--- config.mk ---
export PLATFORM = sky130hd
export DESIGN_NAME = general_input_function_decoder
export DESIGN_NICKNAME = d
export VERILOG_FILES = /design/src/gpi_func_pkg.sv /design/src/general_input_function_decoder.sv
export SDC_FILE = /design/constraint.sdc
export NUM_CORES = 1
export LEC_CHECK = 0
export ABC_CLOCK_PERIOD_IN_PS = 2750
export BUFFER_PORTS_ARGS = -buffer_cell sky130_fd_sc_hd__buf_2
export CAP_MARGIN = 30
export CORE_MARGIN = 1
export CORE_UTILIZATION = 53
export CTS_BUF_LIST = sky130_fd_sc_hd__clkbuf_16
export CTS_CLUSTER_DIAMETER = 150
export DETAILED_ROUTE_END_ITERATION = 7
export PLACE_DENSITY = 0.85
export SYNTH_ARGS = -nofsm -noshare
export SYNTH_HDL_FRONTEND = slang
export SYNTH_SLANG_ARGS = --single-unit
--- constraint.sdc ---
create_clock -name mclk -period 2.75 [get_ports mclk]
set_input_delay 0.4125 -clock mclk [delete_from_list [all_inputs] [get_ports mclk]]
set_output_delay 0.4125 -clock mclk [all_outputs]
set_load 0.01 [all_outputs]
--- src/gpi_func_pkg.sv ---
package gpi_func_pkg;
	localparam int PIN_COUNT = 4;
	localparam int ADDR_WIDTH = 8;
	// Register word indexes; byte address is four times the index
	localparam logic [7:0] INPUT_PIN_FUNC_CTRL_0_IDX = 8'h46;
	localparam logic [7:0] INPUT_PIN_FUNC_CTRL_1_IDX = 8'h47;
	localparam logic [7:0] INPUT_PIN_FUNC_CTRL_2_IDX = 8'h48;
	localparam logic [7:0] INPUT_PIN_FUNC_CTRL_3_IDX = 8'h49;
	localparam logic [7:0] PIN_LEVEL_STATUS_IDX = 8'h4a;
	localparam int FUNC_ENABLE_BIT = 0;
	localparam int FUNC_SEL_LSB = 1;
	localparam int FUNC_SEL_MSB = 4;
	localparam logic [7:0] FUNC_CTRL_RESET = 8'h00;
	localparam logic [3:0] SEL_HOLDOVER = 4'h1;
	localparam logic [3:0] SEL_REF_BIT1 = 4'h2;
	localparam logic [3:0] SEL_REF_BIT0 = 4'h3;
	localparam logic [3:0] SEL_SLEEP = 4'h4;
	localparam logic [3:0] SEL_MUTE = 4'h5;
	localparam logic [3:0] SEL_VCO_TYPE = 4'h6;
	localparam logic [3:0] SEL_HIGH_PERF = 4'h7;
	localparam logic [3:0] SEL_PULSE_GEN = 4'h8;
	localparam logic [3:0] SEL_RESEED = 4'h9;
	localparam logic [3:0] SEL_RESTART = 4'ha;
	localparam logic [3:0] SEL_FANOUT = 4'hb;
	localparam logic [3:0] SEL_SLIP = 4'hd;
	localparam logic [31:0] UNMAPPED_READ = 32'h00000000;
endpackage

--- src/general_input_function_decoder.sv ---
`timescale 1ns/1ps
`default_nettype none
// What this block does
// [RULE_01] Four control registers each hold a 4-bit function selector in bits 4:1.
// [RULE_02] Code 0001: asserted pin forces the reference loop into holdover.
// [RULE_03] Codes 0010 and 0011 give bits 1 and 0 of manual reference selection.
// [RULE_04] Code 0100: pin puts the whole device to sleep.
// [RULE_05] Code 0101 issues output mute; code 1000 issues pulse generator request.
// [RULE_06] Code 0110: pin selects the oscillator core type manually.
// [RULE_07] Code 0111: pin selects high performance for synthesis loop and oscillator.
// [RULE_08] Code 1001: pin issues a reseed request to the output dividers.
// [RULE_09] Code 1010: pin issues a restart request.
// [RULE_10] Code 1011: pin forces fanout operation.
// [RULE_11] Code 1101: pin issues a slip request.
// [RULE_12] Bit 0 enables the selected function; clear means the pin has no effect.
// [RULE_13] Software disables the pin before changing its selector, then re-enables it.
// [RULE_14] A pin may serve an output function and an input function together.
// [RULE_15] Reserved codes 0000, 1100, 1110, 1111 drive no action even when enabled.
// [RULE_16] Pin levels pass a two-stage synchroniser before driving any action.
module general_input_function_decoder
	import gpi_func_pkg::*;
(
	// Clock and reset
	input wire logic mclk,
	input wire logic reset_n,
	// Avalon-MM slave
	input wire logic [ADDR_WIDTH+1:0] avsAddress,
	input wire logic avsRead,
	input wire logic avsWrite,
	input wire logic [31:0] avsWriteData,
	input wire logic [3:0] avsByteEnable,
	output logic [31:0] avsReadData,
	output logic avsWaitRequest,
	// Input pins
	input wire logic [PIN_COUNT-1:0] generalInputPin,
	// Internal actions
	output logic referenceLoopHoldover,
	output logic [1:0] manualRefSelect,
	output logic deviceSleep,
	output logic outputMute,
	output logic vcoTypeSelect,
	output logic highPerfMode,
	output logic pulseGenRequest,
	output logic reseedRequest,
	output logic restartRequest,
	output logic fanoutMode,
	output logic slipRequest
);

	typedef enum logic [2:0] {
		BUS_IDLE = 3'b001,
		BUS_ACK = 3'b010,
		BUS_DONE = 3'b100
	} bus_state_e;

	logic [7:0] funcCtrl [PIN_COUNT];
	logic [PIN_COUNT-1:0] pinMeta;
	logic [PIN_COUNT-1:0] pinSync;
	bus_state_e busState;
	logic [7:0] regIndex;
	logic idxHit;
	logic [1:0] idxPin;
	logic writeAccept;
	logic readTaken;
	logic next_holdover;
	logic [1:0] next_refSelect;
	logic next_sleep;
	logic next_mute;
	logic next_vcoType;
	logic next_highPerf;
	logic next_pulseGen;
	logic next_reseed;
	logic next_restart;
	logic next_fanout;
	logic next_slip;

	// OR of synced pin levels whose enabled selector equals code
	function automatic logic pinsDriving(
		input logic [3:0] code,
		input logic [PIN_COUNT-1:0] levels,
		input logic [7:0] c0,
		input logic [7:0] c1,
		input logic [7:0] c2,
		input logic [7:0] c3
	);
		logic [7:0] cfg [PIN_COUNT];
		logic hit;
		cfg[0] = c0;
		cfg[1] = c1;
		cfg[2] = c2;
		cfg[3] = c3;
		hit = 1'b0;
		for (int i = 0; i < PIN_COUNT; i++) begin
			if (cfg[i][FUNC_ENABLE_BIT] && cfg[i][FUNC_SEL_MSB:FUNC_SEL_LSB] == code && levels[i]) begin // RULE_12 RULE_15
				hit = 1'b1;
			end
		end
		return hit;
	endfunction

	assign regIndex = avsAddress[ADDR_WIDTH+1:2];
	assign idxHit = regIndex >= INPUT_PIN_FUNC_CTRL_0_IDX && regIndex <= INPUT_PIN_FUNC_CTRL_3_IDX;
	assign idxPin = 2'(regIndex - INPUT_PIN_FUNC_CTRL_0_IDX);
	assign writeAccept = busState == BUS_ACK && avsWrite && idxHit && avsByteEnable[0];
	assign readTaken = busState == BUS_IDLE && avsRead;

	// First synchroniser stage; sampled whatever the pin also drives
	always_ff @(posedge mclk or negedge reset_n) begin
		if (!reset_n) begin
			pinMeta <= '0;
		end else begin
			pinMeta <= generalInputPin; // RULE_16 RULE_14
		end
	end

	// Second stage; the only reader of the first
	always_ff @(posedge mclk or negedge reset_n) begin
		if (!reset_n) begin
			pinSync <= '0;
		end else begin
			pinSync <= pinMeta; // RULE_16
		end
	end

	// Bus handshake: one wait cycle, then ack, then one dead cycle
	always_ff @(posedge mclk or negedge reset_n) begin
		if (!reset_n) begin
			busState <= BUS_IDLE;
		end else begin
			case (busState)
				BUS_IDLE: begin
					if (avsRead || avsWrite) begin
						busState <= BUS_ACK;
					end
				end
				BUS_ACK: begin
					busState <= BUS_DONE;
				end
				BUS_DONE: begin
					busState <= BUS_IDLE;
				end
				default: begin
					busState <= BUS_IDLE;
				end
			endcase
		end
	end

	// Wait request low only in the cycle after a request is taken
	always_ff @(posedge mclk or negedge reset_n) begin
		if (!reset_n) begin
			avsWaitRequest <= 1'b1;
		end else begin
			avsWaitRequest <= !(busState == BUS_IDLE && (avsRead || avsWrite));
		end
	end

	// Control registers, written on the accepting edge
	always_ff @(posedge mclk or negedge reset_n) begin
		if (!reset_n) begin
			for (int i = 0; i < PIN_COUNT; i++) begin
				funcCtrl[i] <= FUNC_CTRL_RESET;
			end
		end else if (writeAccept) begin
			funcCtrl[idxPin] <= avsWriteData[7:0]; // RULE_01
		end
	end

	// Read data prepared when the request is first seen
	always_ff @(posedge mclk or negedge reset_n) begin
		if (!reset_n) begin
			avsReadData <= UNMAPPED_READ;
		end else if (readTaken) begin
			if (idxHit) begin
				avsReadData <= {24'h000000, 3'b000, funcCtrl[idxPin][4:0]};
			end else if (regIndex == PIN_LEVEL_STATUS_IDX) begin
				avsReadData <= {28'h0000000, pinSync};
			end else begin
				avsReadData <= UNMAPPED_READ;
			end
		end
	end

	// Reserved codes match no action below
	always_comb begin
		next_holdover = pinsDriving(SEL_HOLDOVER, pinSync, // RULE_02
			funcCtrl[0], funcCtrl[1], funcCtrl[2], funcCtrl[3]);
		next_refSelect[1] = pinsDriving(SEL_REF_BIT1, pinSync, // RULE_03
			funcCtrl[0], funcCtrl[1], funcCtrl[2], funcCtrl[3]);
		next_refSelect[0] = pinsDriving(SEL_REF_BIT0, pinSync, // RULE_03
			funcCtrl[0], funcCtrl[1], funcCtrl[2], funcCtrl[3]);
		next_sleep = pinsDriving(SEL_SLEEP, pinSync, // RULE_04
			funcCtrl[0], funcCtrl[1], funcCtrl[2], funcCtrl[3]);
		next_mute = pinsDriving(SEL_MUTE, pinSync, // RULE_05
			funcCtrl[0], funcCtrl[1], funcCtrl[2], funcCtrl[3]);
		next_pulseGen = pinsDriving(SEL_PULSE_GEN, pinSync, // RULE_05
			funcCtrl[0], funcCtrl[1], funcCtrl[2], funcCtrl[3]);
		next_vcoType = pinsDriving(SEL_VCO_TYPE, pinSync, // RULE_06
			funcCtrl[0], funcCtrl[1], funcCtrl[2], funcCtrl[3]);
		next_highPerf = pinsDriving(SEL_HIGH_PERF, pinSync, // RULE_07
			funcCtrl[0], funcCtrl[1], funcCtrl[2], funcCtrl[3]);
		next_reseed = pinsDriving(SEL_RESEED, pinSync, // RULE_08
			funcCtrl[0], funcCtrl[1], funcCtrl[2], funcCtrl[3]);
		next_restart = pinsDriving(SEL_RESTART, pinSync, // RULE_09
			funcCtrl[0], funcCtrl[1], funcCtrl[2], funcCtrl[3]);
		next_fanout = pinsDriving(SEL_FANOUT, pinSync, // RULE_10
			funcCtrl[0], funcCtrl[1], funcCtrl[2], funcCtrl[3]);
		next_slip = pinsDriving(SEL_SLIP, pinSync, // RULE_11
			funcCtrl[0], funcCtrl[1], funcCtrl[2], funcCtrl[3]);
	end

	// Holdover force to the reference loop
	always_ff @(posedge mclk or negedge reset_n) begin
		if (!reset_n) begin
			referenceLoopHoldover <= 1'b0;
		end else begin
			referenceLoopHoldover <= next_holdover; // RULE_02
		end
	end

	// Manual reference selection bits
	always_ff @(posedge mclk or negedge reset_n) begin
		if (!reset_n) begin
			manualRefSelect <= 2'b00;
		end else begin
			manualRefSelect <= next_refSelect; // RULE_03
		end
	end

	// Whole-device sleep
	always_ff @(posedge mclk or negedge reset_n) begin
		if (!reset_n) begin
			deviceSleep <= 1'b0;
		end else begin
			deviceSleep <= next_sleep; // RULE_04
		end
	end

	// Output mute
	always_ff @(posedge mclk or negedge reset_n) begin
		if (!reset_n) begin
			outputMute <= 1'b0;
		end else begin
			outputMute <= next_mute; // RULE_05
		end
	end

	// Oscillator core type
	always_ff @(posedge mclk or negedge reset_n) begin
		if (!reset_n) begin
			vcoTypeSelect <= 1'b0;
		end else begin
			vcoTypeSelect <= next_vcoType; // RULE_06
		end
	end

	// High performance mode
	always_ff @(posedge mclk or negedge reset_n) begin
		if (!reset_n) begin
			highPerfMode <= 1'b0;
		end else begin
			highPerfMode <= next_highPerf; // RULE_07
		end
	end

	// Pulse generator request, a level following the pin
	always_ff @(posedge mclk or negedge reset_n) begin
		if (!reset_n) begin
			pulseGenRequest <= 1'b0;
		end else begin
			pulseGenRequest <= next_pulseGen; // RULE_05
		end
	end

	// Reseed request to the output dividers
	always_ff @(posedge mclk or negedge reset_n) begin
		if (!reset_n) begin
			reseedRequest <= 1'b0;
		end else begin
			reseedRequest <= next_reseed; // RULE_08
		end
	end

	// Restart request
	always_ff @(posedge mclk or negedge reset_n) begin
		if (!reset_n) begin
			restartRequest <= 1'b0;
		end else begin
			restartRequest <= next_restart; // RULE_09
		end
	end

	// Fanout operation
	always_ff @(posedge mclk or negedge reset_n) begin
		if (!reset_n) begin
			fanoutMode <= 1'b0;
		end else begin
			fanoutMode <= next_fanout; // RULE_10
		end
	end

	// Slip request
	always_ff @(posedge mclk or negedge reset_n) begin
		if (!reset_n) begin
			slipRequest <= 1'b0;
		end else begin
			slipRequest <= next_slip; // RULE_11
		end
	end

endmodule
`default_nettype wire

==> impl_metrics.py, run 1 <==
metrics = {
    "synthesis": {
        "synth_cell_type_count": 48,
        "asyncSetResetFlopFracSynth": 1.000,
        "synth_area_leaders": "dfrtp_1, buf_4, mux2_2",
        "netlist_area_um2": 2648,
        "synth-warning-count": 0,
        "synth-seq-cells": 49,
        "yosysTopAreaCellShare": 0.4442,
        "dominantRegCellSynth": "dfrtp_1",
        "ys_seq_area_frac": 0.4641,
        "number_of_enable_flip_flop_cells_after_synthesis": 0,
        "postSynthAreaPerCell_um2": 12.03,
        "synth_top_cell_by_area": "dfrtp_1",
        "syn-instance-count": 220,
    },
    "setup_path": {
        "worstRegToRegCells": 3,
        "critPathLaunchType": "input pin",
        "critical_path.cell_chain": "buf_2, or4b_1, a2111oi_4, mux2_2",
        "cp_slowest_stage_delay_ps": 750,
        "worstPathRequired_ps": 2920,
        "path_class": "in2reg",
        "worst-r2r-setup-slack_ps": 770,
        "path_max_fanout": 7,
        "critPathCaptureType": "flop",
        "rr_endpoint": "funcCtrl[4]",
        "beginning_of_the_worst_register_to_register_path": "busState[2]",
        "crit_path_top_delay_cell": "or4b_1",
        "crit_arrival_ps": 2200,
    },
    "floorplan": {
        "core_area_um2": 4755,
        "die_w_um": 72.68,
        "placement_rows": 25,
        "die-area_um2": 5282,
        "start_util": 0.5568,
        "die_h_um": 72.68,
        "io_pins": 99,
    },
    "power_and_ir_drop": {
        "vdd_drop_max_v": 0.0003026,
        "total_power_w": 0.001738,
        "pwr_per_cell_area_nw_per_um2": 579.0,
        "power.static_leakage_nw": 1.398,
    },
    "global_routing": {
        "gr-total-overflow": 0,
        "first_global_vias": 1905,
        "maximum_number_of_pins_on_one_net_before_global_route_repair": 31,
        "grt.total_usage": 0.2492,
        "grt_pass1_wl_um": 9646,
        "antenna_found_initial": 0,
    },
    "run_status": {
        "outcome": "complete, no violations",
    },
    "final_layout": {
        "synthToLayoutAreaGrowth_pct": 13.37,
        "mostFrequentLayoutCells": "dfrtp_1, buf_2, conb_1",
        "antenna-diode-count": 0,
        "share_of_final_layout_standard_cells_stronger_than_drive_strength_1": 0.3000,
        "layout.core_utilization": 0.6313,
        "multi_input_gate_area_in_the_final_layout_um2": 1235,
        "final-seq-area_um2": 1229,
        "final_common_cell": "dfrtp_1",
        "fillers": 377,
        "nets": 313,
        "fin_area_um2": 3002,
    },
    "route": {
        "via_per_inst": 5.966,
        "first_iter_violations": 262,
        "drc": 0,
        "detail-route-antenna-nets": 0,
        "routedWlPerCell_um": 17.94,
        "via_count": 1951,
        "wirelength_um": 5868,
        "drt_first_pass_iters": 4,
    },
    "clock_network": {
        "cts_resized": 0,
        "numClockSinks": 49,
        "clock_insertion_delay_worst_skew_ps": 290,
        "cts-root-buf": "clkbuf_16",
        "htree_num_levels": 2,
        "tritoncts.num_buffers": 5,
        "post_cts_buffers": 0,
        "cts_tree": "done",
        "cts.hold.buffers_added": 0,
        "max-clock-path-buffers": 2,
        "clock_pin_slew_on_the_worst_setup_and_hold_paths_ps": 60,
    },
    "timing": {
        "final-max-slew-violation-count": 0,
        "slew_headroom": 0.6272,
        "number_of_hold_violations_in_the_final_report": 0,
        "finalClockSkew_ps": 4.212,
        "timing_worst_slew_pin_value_ps": 559.2,
        "tns_ps": 0,
        "grt_setup_unrepaired": "no",
        "timing.hold.ws_ps": 67.86,
        "final.min_clock_period_ps": 2026,
        "max_freq_mhz": 493.6,
        "setup_viol_count_final": 0,
        "final.period_utilization": 0.7367,
    },
    "place": {
        "portBuffers": 39,
        "dpl-instance-area_um2": 2811,
        "place.gp.congestion": 0.9237,
        "hpwl_um": 4015,
    },
    "hold_path": {
        "hp-class": "in2async",
    },
    "job": {
        "cap_violations": 0,
    },
}
## power by group
group / total, W / internal, W / switching (W) / leakage [nW]
clock network: 0.000777 / 0.000519 / 0.000258 / 0.0938
logic: 0.000170 / 0.0000619 / 0.000109 / 0.647
registers: 0.000791 / 0.000764 / 0.0000262 / 0.657
## how the worst max path moves through the flow
stage | from | to
floorplan | avsAddress[9] | funcCtrl[11]
global placement | avsAddress[9] | funcCtrl[16]
detailed placement | avsAddress[9] | funcCtrl[24]
CTS | avsAddress[9] | funcCtrl[4]
global route | avsAddress[3] | funcCtrl[4]
finish | avsAddress[9] | funcCtrl[4]
## routing by layer
metal / share of wire / GRT usage
met5: 0 / 0
met4: 0.033 / 0.1329
met1: 0.39 / 0.3171
met3: 0.085 / 0.06354
met2: 0.49 / 0.3936
## layout make-up
type / instances / share of cell area
Clock buffer: 5 / 0.04168
Clock inverter: 3 / 0.02168
Inverter: 13 / 0.01626
Multi-Input combinational cell: 150 / 0.4114
Sequential cell: 49 / 0.4093
Tap cell: 67 / 0.02793
Timing Repair Buffer: 40 / 0.07170
## critical path, delay by kind of cell
| kind | cells | cell delay (ps) |
|---|---|---|
| buf+inv | 1 | 90 |
| mux | 1 | 410 |
| simple gates | 1 | 750 |
| compound gates | 1 | 520 |
## cell usage after synthesis (all sizes together) (4+ instances only)
master	count
o221ai	6
dfrtp	47
nor3	4
clkbuf	4
mux2	20
mux4	5
nand2b	5
nand2	12
inv	13
and4b	4
nand4b	7
nor2b	4
nor2	4
a2111oi	4
buf	30
## per-stage QoR
stage | setup WS [ps] | cells
after floorplan | 828.1 | 246
after global placement | 514.4 | 318
after detailed placement | 464.7 | 319
after CTS | 773.7 | 327
after global routing | 713.3 | 327
final | 724.2 | 327
## logic make-up after synthesis
logic type	after synthesis	share of synthesized area
DFF	49	0.4641
buffers and inverters	47	0.1063
and+or+nand+nor	64	0.1649
other	1	0.001416
AOI/OAI and AO/OA	34	0.1356
muxes	25	0.1276
## flip-flops by register name (all words and copies together), names as in the netlist
| signal | flops |
|---|---|
| deviceSleep | 1 |
| highPerfMode | 1 |
| pulseGenRequest | 1 |
| outputMute | 1 |
| avsWaitRequest | 1 |
| slipRequest | 1 |
| vcoTypeSelect | 1 |
| pinMeta | 4 |
| busState | 3 |
| reseedRequest | 1 |
| funcCtrl | 20 |
| restartRequest | 1 |
| fanoutMode | 1 |
| manualRefSelect | 2 |
| pinSync | 4 |
| avsReadData | 5 |
| referenceLoopHoldover | 1 |
Power figures use the tool's default switching activity.
==> run 2: changes to the inputs <==
- ABC_AREA: unset -> 1
- ABC_CLOCK_PERIOD_IN_PS: 2750 -> 2000
- CORE_UTILIZATION: 53 -> 50
- PLACE_DENSITY: 0.85 -> 0.8
- clock period: 2.75 -> 2 ns (I/O delays scaled with it)
==> impl_metrics.py, run 2 <==
metrics = {
    "run_status": {
        "outcome": "complete, no violations",
    },
    "clock_network": {
        "post_cts_buffers": 0,
        "cts_tree": "done",
        "clock_insertion_delay_worst_skew_ps": 290,
        "cts-root-buf": "clkbuf_16",
        "tritoncts.num_buffers": 5,
        "htree_num_levels": 2,
        "cts_resized": 0,
        "clock_pin_slew_on_the_worst_setup_and_hold_paths_ps": 70,
        "numClockSinks": 49,
        "max-clock-path-buffers": 2,
    },
    "timing": {
        "number_of_hold_violations_in_the_final_report": 0,
        "setup_viol_count_final": 0,
        "slew_headroom": 0.6061,
        "tns_ps": 0,
        "final-max-slew-violation-count": 0,
        "finalClockSkew_ps": 5.452,
        "grt_setup_unrepaired": "no",
        "max_freq_mhz": 655.6,
        "timing.final.ws_setup_ps": 474.7,
        "timing_worst_slew_pin_value_ps": 586.4,
        "final.period_utilization": 0.7627,
        "final.min_clock_period_ps": 1525,
    },
    "place": {
        "hpwl_um": 4872,
        "place_inst": 464,
        "dpl-instance-area_um2": 2934,
        "place.gp.congestion": 0.8942,
        "portBuffers": 39,
        "worst_setup_slack_before_clock_tree_synthesis_ps": 259.8,
    },
    "synthesis": {
        "synth_area_leaders": "dfrtp_1, nand2_1, buf_4",
        "synth_top_cells_by_count": "nand2_1, dfrtp_1, inv_1",
        "postSynthAreaPerCell_um2": 7.750,
        "synth_top_cell_by_area": "dfrtp_1",
        "synth_cell_type_count": 28,
        "number_of_enable_flip_flop_cells_after_synthesis": 0,
        "dominantRegCellSynth": "dfrtp_1",
        "yosysTopAreaCellShare": 0.4275,
        "synth-warning-count": 0,
        "ys_seq_area_frac": 0.4466,
        "netlist_area_um2": 2751,
        "syn-instance-count": 355,
        "asyncSetResetFlopFracSynth": 1.000,
        "most_numerous_cell_in_the_yosys_netlist": "nand2_1",
        "synth-seq-cells": 49,
    },
    "setup_path": {
        "cp-endpoint": "avsReadData[4]",
        "cp.depth": 7,
        "worst-path-buf-inv": 3,
        "critical_path.cell_chain": "inv_1, nor3_1, inv_1, nor2_1, inv_1, nand2_1, o21ai_0",
        "worstPathRequired_ps": 2160,
        "cp_slowest_stage_delay_ps": 520,
        "worstRegToRegCells": 7,
        "crit_arrival_ps": 1690,
        "critical_path.startpoint": "busState[0]",
        "critPathLaunchType": "flop",
        "path_class": "reg2reg",
        "crit_path_top_delay_cell": "dfstp_2",
        "beginning_of_the_worst_register_to_register_path": "busState[0]",
        "worst-r2r-setup-slack_ps": 470,
        "critical_path.top_delay_family": "simple AND/OR/NAND/NOR gates",
        "path_common_cell": "inv_1",
        "critPathCaptureType": "flop",
        "rr_endpoint": "avsReadData[4]",
        "path_max_fanout": 6,
    },
    "final_layout": {
        "largest_register_ffs": 20,
        "fillers": 480,
        "fin_area_um2": 3134,
        "final-seq-area_um2": 1229,
        "nets": 456,
        "final_common_cell": "nand2_1",
        "biggestRegsByFlops": "funcCtrl (20), avsReadData (5)",
        "antenna-diode-count": 0,
        "share_of_final_layout_standard_cells_stronger_than_drive_strength_1": 0.1811,
        "mostFrequentLayoutCells": "nand2_1, dfrtp_1, buf_2",
        "layoutNonFillerInstCount": 473,
        "register_containing_the_most_flip_flops_in_the_final_layout": "funcCtrl",
        "multi_input_gate_area_in_the_final_layout_um2": 1230,
        "synthToLayoutAreaGrowth_pct": 13.92,
    },
    "route": {
        "via_per_inst": 5.144,
        "via_count": 2433,
        "routedWlPerCell_um": 13.37,
        "wirelength_um": 6326,
        "first_iter_violations": 204,
        "drc": 0,
        "detail-route-antenna-nets": 0,
        "drt_first_pass_iters": 4,
    },
    "floorplan": {
        "start_util": 0.5286,
        "core_area_um2": 5205,
        "die-area_um2": 5803,
        "placement_rows": 26,
        "io_pins": 99,
        "die_w_um": 76.18,
        "die_h_um": 76.18,
    },
    "power_and_ir_drop": {
        "pwr_per_cell_area_nw_per_um2": 905.6,
        "vdd_drop_max_v": 0.0007535,
        "p_clk_frac": 0.376,
        "switching_fraction_of_total_power": 0.2897,
        "power.sequential.fraction": 0.438,
        "p_comb_frac": 0.185,
        "power.static_leakage_nw": 1.707,
        "net-switching-power_w": 0.0008224,
        "intPower_w": 0.002016,
    },
    "job": {
        "cap_violations": 0,
    },
    "global_routing": {
        "antenna_found_initial": 0,
        "gr-total-overflow": 0,
        "grt.total_usage": 0.2322,
        "grt_pass1_wl_um": 10450,
        "first_global_vias": 2251,
        "maximum_number_of_pins_on_one_net_before_global_route_repair": 25,
    },
    "hold_path": {
        "hp-class": "in2reg",
        "min_delay_path_depth": 1,
    },
}
run 2: cell count changes in the layout (fill, tap and decap cells not counted), sizes merged, moves of 7 or more:
cell    before  now
nor3         4   11
nand3        3   28
nand4b       7    0
inv         13   40
nand2       12  117
mux2        20    0
nand4        2   33
nor2         4   30
run 2: per-layer routing:
layer | vias up | global-route usage | share of wire | routed length, µm
li1 | 1201 | - | - | -
met1 | 1099 | 0.2918 | 0.42 | 2638
met2 | 119 | 0.3945 | 0.49 | 3130
met3 | 14 | 0.04192 | 0.063 | 400
met4 | 0 | 0.09615 | 0.025 | 157
met5 | - | 0 | 0 | 0
run 2: how the worst min path moves through the flow:
| stage | from | endpoint |
|---|---|---|
| 3_5_place_dp | reset_n | funcCtrl[11] |
| 5_1_grt | generalInputPin[1] | pinMeta[1] |
| 3_3_place_gp | reset_n | funcCtrl[11] |
| 4_1_cts | generalInputPin[1] | pinMeta[1] |
| 2_1_floorplan | reset_n | avsReadData[0] |
| 6_report | generalInputPin[0] | pinMeta[0] |
run 2: what timing repair did:
action	CTS	global route
hold buffers	1	0
endpoints found under the hold margin	9	0
setup endpoints to repair	0	0
run 2: worst reg2reg max path, cell delays in order, from the launching register on:
cell,delay [ps]
dfstp_2,520
inv_1,40
nor3_1,180
inv_1,60
nor2_1,280
inv_1,160
nand2_1,80
o21ai_0,80
run 2: layout make-up:
cell class	count	area share
inverter	40	0.04950
tap	70	0.02794
sequential	49	0.3920
clock buffer	5	0.03992
multi-input combinational	261	0.3924
clock inverter	3	0.02076
timing repair buffer	45	0.07745
run 2: kinds of logic after synthesis:
family,after synthesis,synth area share
compound gates,14,0.03774
buf+inv,71,0.1419
flops,49,0.4466
other cells,1,0.001363
simple gates,220,0.3724
run 2: power groups by stage:
| stage | clock network (W) | logic, W | registers, W |
|---|---|---|---|
| floorplan | 0 | 0.000363 | 0.00126 |
| global placement | 0 | 0.000514 | 0.00125 |
| detailed placement | 0 | 0.000520 | 0.00126 |
| CTS | 0.00109 | 0.000527 | 0.00124 |
| global route | 0.00113 | 0.000594 | 0.00126 |
| finish | 0.00107 | 0.000526 | 0.00124 |
run 2: per-stage QoR:
stage	util	power [W]	hold slack, ps
2_1_floorplan	-	0.001623	4.409
3_3_place_gp	0.5637	0.001762	287.0
3_5_place_dp	0.5637	0.001779	305.1
4_1_cts	0.6022	0.002856	107.3
5_1_grt	0.6022	0.002984	104.7
6_report	0.6022	0.002839	114.0
==> run 3: changes to the inputs <==
- ABC_CLOCK_PERIOD_IN_PS: 2000 -> 1500
- clock period: 2 -> 1.5 ns (I/O delays scaled with it)
==> impl_metrics.py, run 3 (same netlist as run 2, synthesis figures left out) <==
metrics = {
    "power_and_ir_drop": {
        "pwr_per_cell_area_nw_per_um2": 1106,
        "total_power_w": 0.003498,
        "power.static_leakage_nw": 1.701,
        "vdd_drop_max_v": 0.0008765,
    },
    "floorplan": {
        "core_area_um2": 5205,
        "die-area_um2": 5803,
        "io_pins": 99,
        "start_util": 0.5286,
        "die_w_um": 76.18,
        "die_h_um": 76.18,
        "placement_rows": 26,
    },
    "timing": {
        "number_of_hold_violations_in_the_final_report": 0,
        "setup_viol_count_final": 0,
        "max_freq_mhz": 736.3,
        "finalClockSkew_ps": 8.223,
        "final.min_clock_period_ps": 1358,
        "final.period_utilization": 0.9055,
        "grt_setup_unrepaired": "no",
        "final-max-slew-violation-count": 0,
        "tns_ps": 0,
        "timing_worst_slew_pin_value_ps": 610.3,
        "slew_headroom": 0.5900,
    },
    "setup_path": {
        "crit_arrival_ps": 1530,
        "critPathCaptureType": "flop",
        "path_class": "reg2reg",
        "worstPathRequired_ps": 1670,
        "critPathLaunchType": "flop",
        "path_max_fanout": 24,
    },
    "run_status": {
        "outcome": "complete, no violations",
    },
    "global_routing": {
        "first_global_vias": 2247,
        "gr-total-overflow": 0,
        "grt.total_usage": 0.2218,
        "maximum_number_of_pins_on_one_net_before_global_route_repair": 50,
        "antenna_found_initial": 0,
        "grt_pass1_wl_um": 10210,
    },
    "place": {
        "hpwl_um": 4603,
        "portBuffers": 39,
        "place.gp.congestion": 0.9233,
    },
    "final_layout": {
        "largest_register_ffs": 20,
        "share_of_final_layout_standard_cells_stronger_than_drive_strength_1": 0.1921,
        "final-seq-area_um2": 1229,
        "mostFrequentLayoutCells": "nand2_1, dfrtp_1, buf_2",
        "multi_input_gate_area_in_the_final_layout_um2": 1246,
        "final_common_cell": "nand2_1",
        "fillers": 491,
        "register_containing_the_most_flip_flops_in_the_final_layout": "funcCtrl",
        "antenna-diode-count": 0,
        "synthToLayoutAreaGrowth_pct": 14.96,
        "biggestRegsByFlops": "funcCtrl (20), avsReadData (5)",
        "nets": 459,
    },
    "clock_network": {
        "clock_pin_slew_on_the_worst_setup_and_hold_paths_ps": 70,
        "numClockSinks": 49,
        "max-clock-path-buffers": 2,
        "tritoncts.num_buffers": 5,
        "htree_num_levels": 2,
        "cts_tree": "done",
        "clock_insertion_delay_worst_skew_ps": 290,
        "cts-root-buf": "clkbuf_16",
        "post_cts_buffers": 0,
    },
    "route": {
        "routedWlPerCell_um": 12.77,
        "via_count": 2507,
        "drc": 0,
        "first_iter_violations": 209,
        "detail-route-antenna-nets": 0,
        "via_per_inst": 5.267,
        "wirelength_um": 6077,
        "drt_first_pass_iters": 6,
    },
    "hold_path": {
        "hp-class": "in2reg",
    },
    "job": {
        "cap_violations": 0,
    },
}
## run 3: changes by cell type in the layout (fill, tap and decap cells not counted), sizes merged
| cell | delta |
|---|---|
| bufinv | -2 |
| buf | +3 |
| clkinv | +1 |
| clkinvlp | +1 |
## run 3: layout make-up
cell class / instances / share of cell area
Multi-Input combinational cell: 261 / 0.3940
Timing Repair Buffer: 48 / 0.09573
Clock buffer: 5 / 0.03956
Clock inverter: 3 / 0.005538
Inverter: 40 / 0.04905
Tap cell: 70 / 0.02769
Sequential cell: 49 / 0.3885
## run 3: worst paths after layout
kind | startpoint | end | slack, ps | cells past startpoint
max reg2reg | busState[2] | funcCtrl[18] | 140 | 7
min | generalInputPin[2] | pinMeta[2] | 30 | 1
max | busState[2] | funcCtrl[18] | 140 | 7
min in group asynchronous | reset_n | pulseGenRequest | 450 | 3
max in group asynchronous | reset_n | avsWaitRequest | 780 | 3
min reg2reg | pinMeta[3] | pinSync[3] | 350 | 0
## run 3: critical path, stage by stage, from the launching register on
cell	delay, ps
dfrtp_1	390
nor2_1	110
nand2_1	80
nor2_2	140
buf_12	180
nand4_2	180
nand2_1	100
nand2_1	50
## run 3: power by group
part	internal [W]	total [W]	switching, W
Sequential	0.00152	0.00166	0.000141
Clock	0.000612	0.00109	0.000480
Combinational	0.000258	0.000749	0.000492
Total	0.00239	0.00350	0.00111
## run 3: metal layers
layer | part of all wire | up-vias | GRT usage | routed length (µm)
met4 | 0.028 | 0 | 0.1038 | 172
li1 | - | 1208 | - | -
met1 | 0.41 | 1150 | 0.2817 | 2518
met3 | 0.072 | 22 | 0.04431 | 437
met5 | 0 | - | 0 | 0
met2 | 0.49 | 127 | 0.3645 | 2949
## run 3: stage by stage
stage,area [µm²],util,hold slack (ps),worst slack [ps],instances
after floorplan,2849,-,-70.59,139.5,381
after global placement,2994,0.5752,226.6,85.97,467
after detailed placement,2994,0.5752,229.0,62.41,467
after CTS,3147,0.6046,32.98,94.47,476
after global routing,3163,0.6077,30.78,31.98,476
final,3163,0.6077,34.99,141.8,476
## run 3: repair_timing
item	4_1_cts	5_1_grt
hold buffers	1	0
resized for setup	0	3
endpoints found under the setup margin	0	8
hold endpoints to repair	47	0
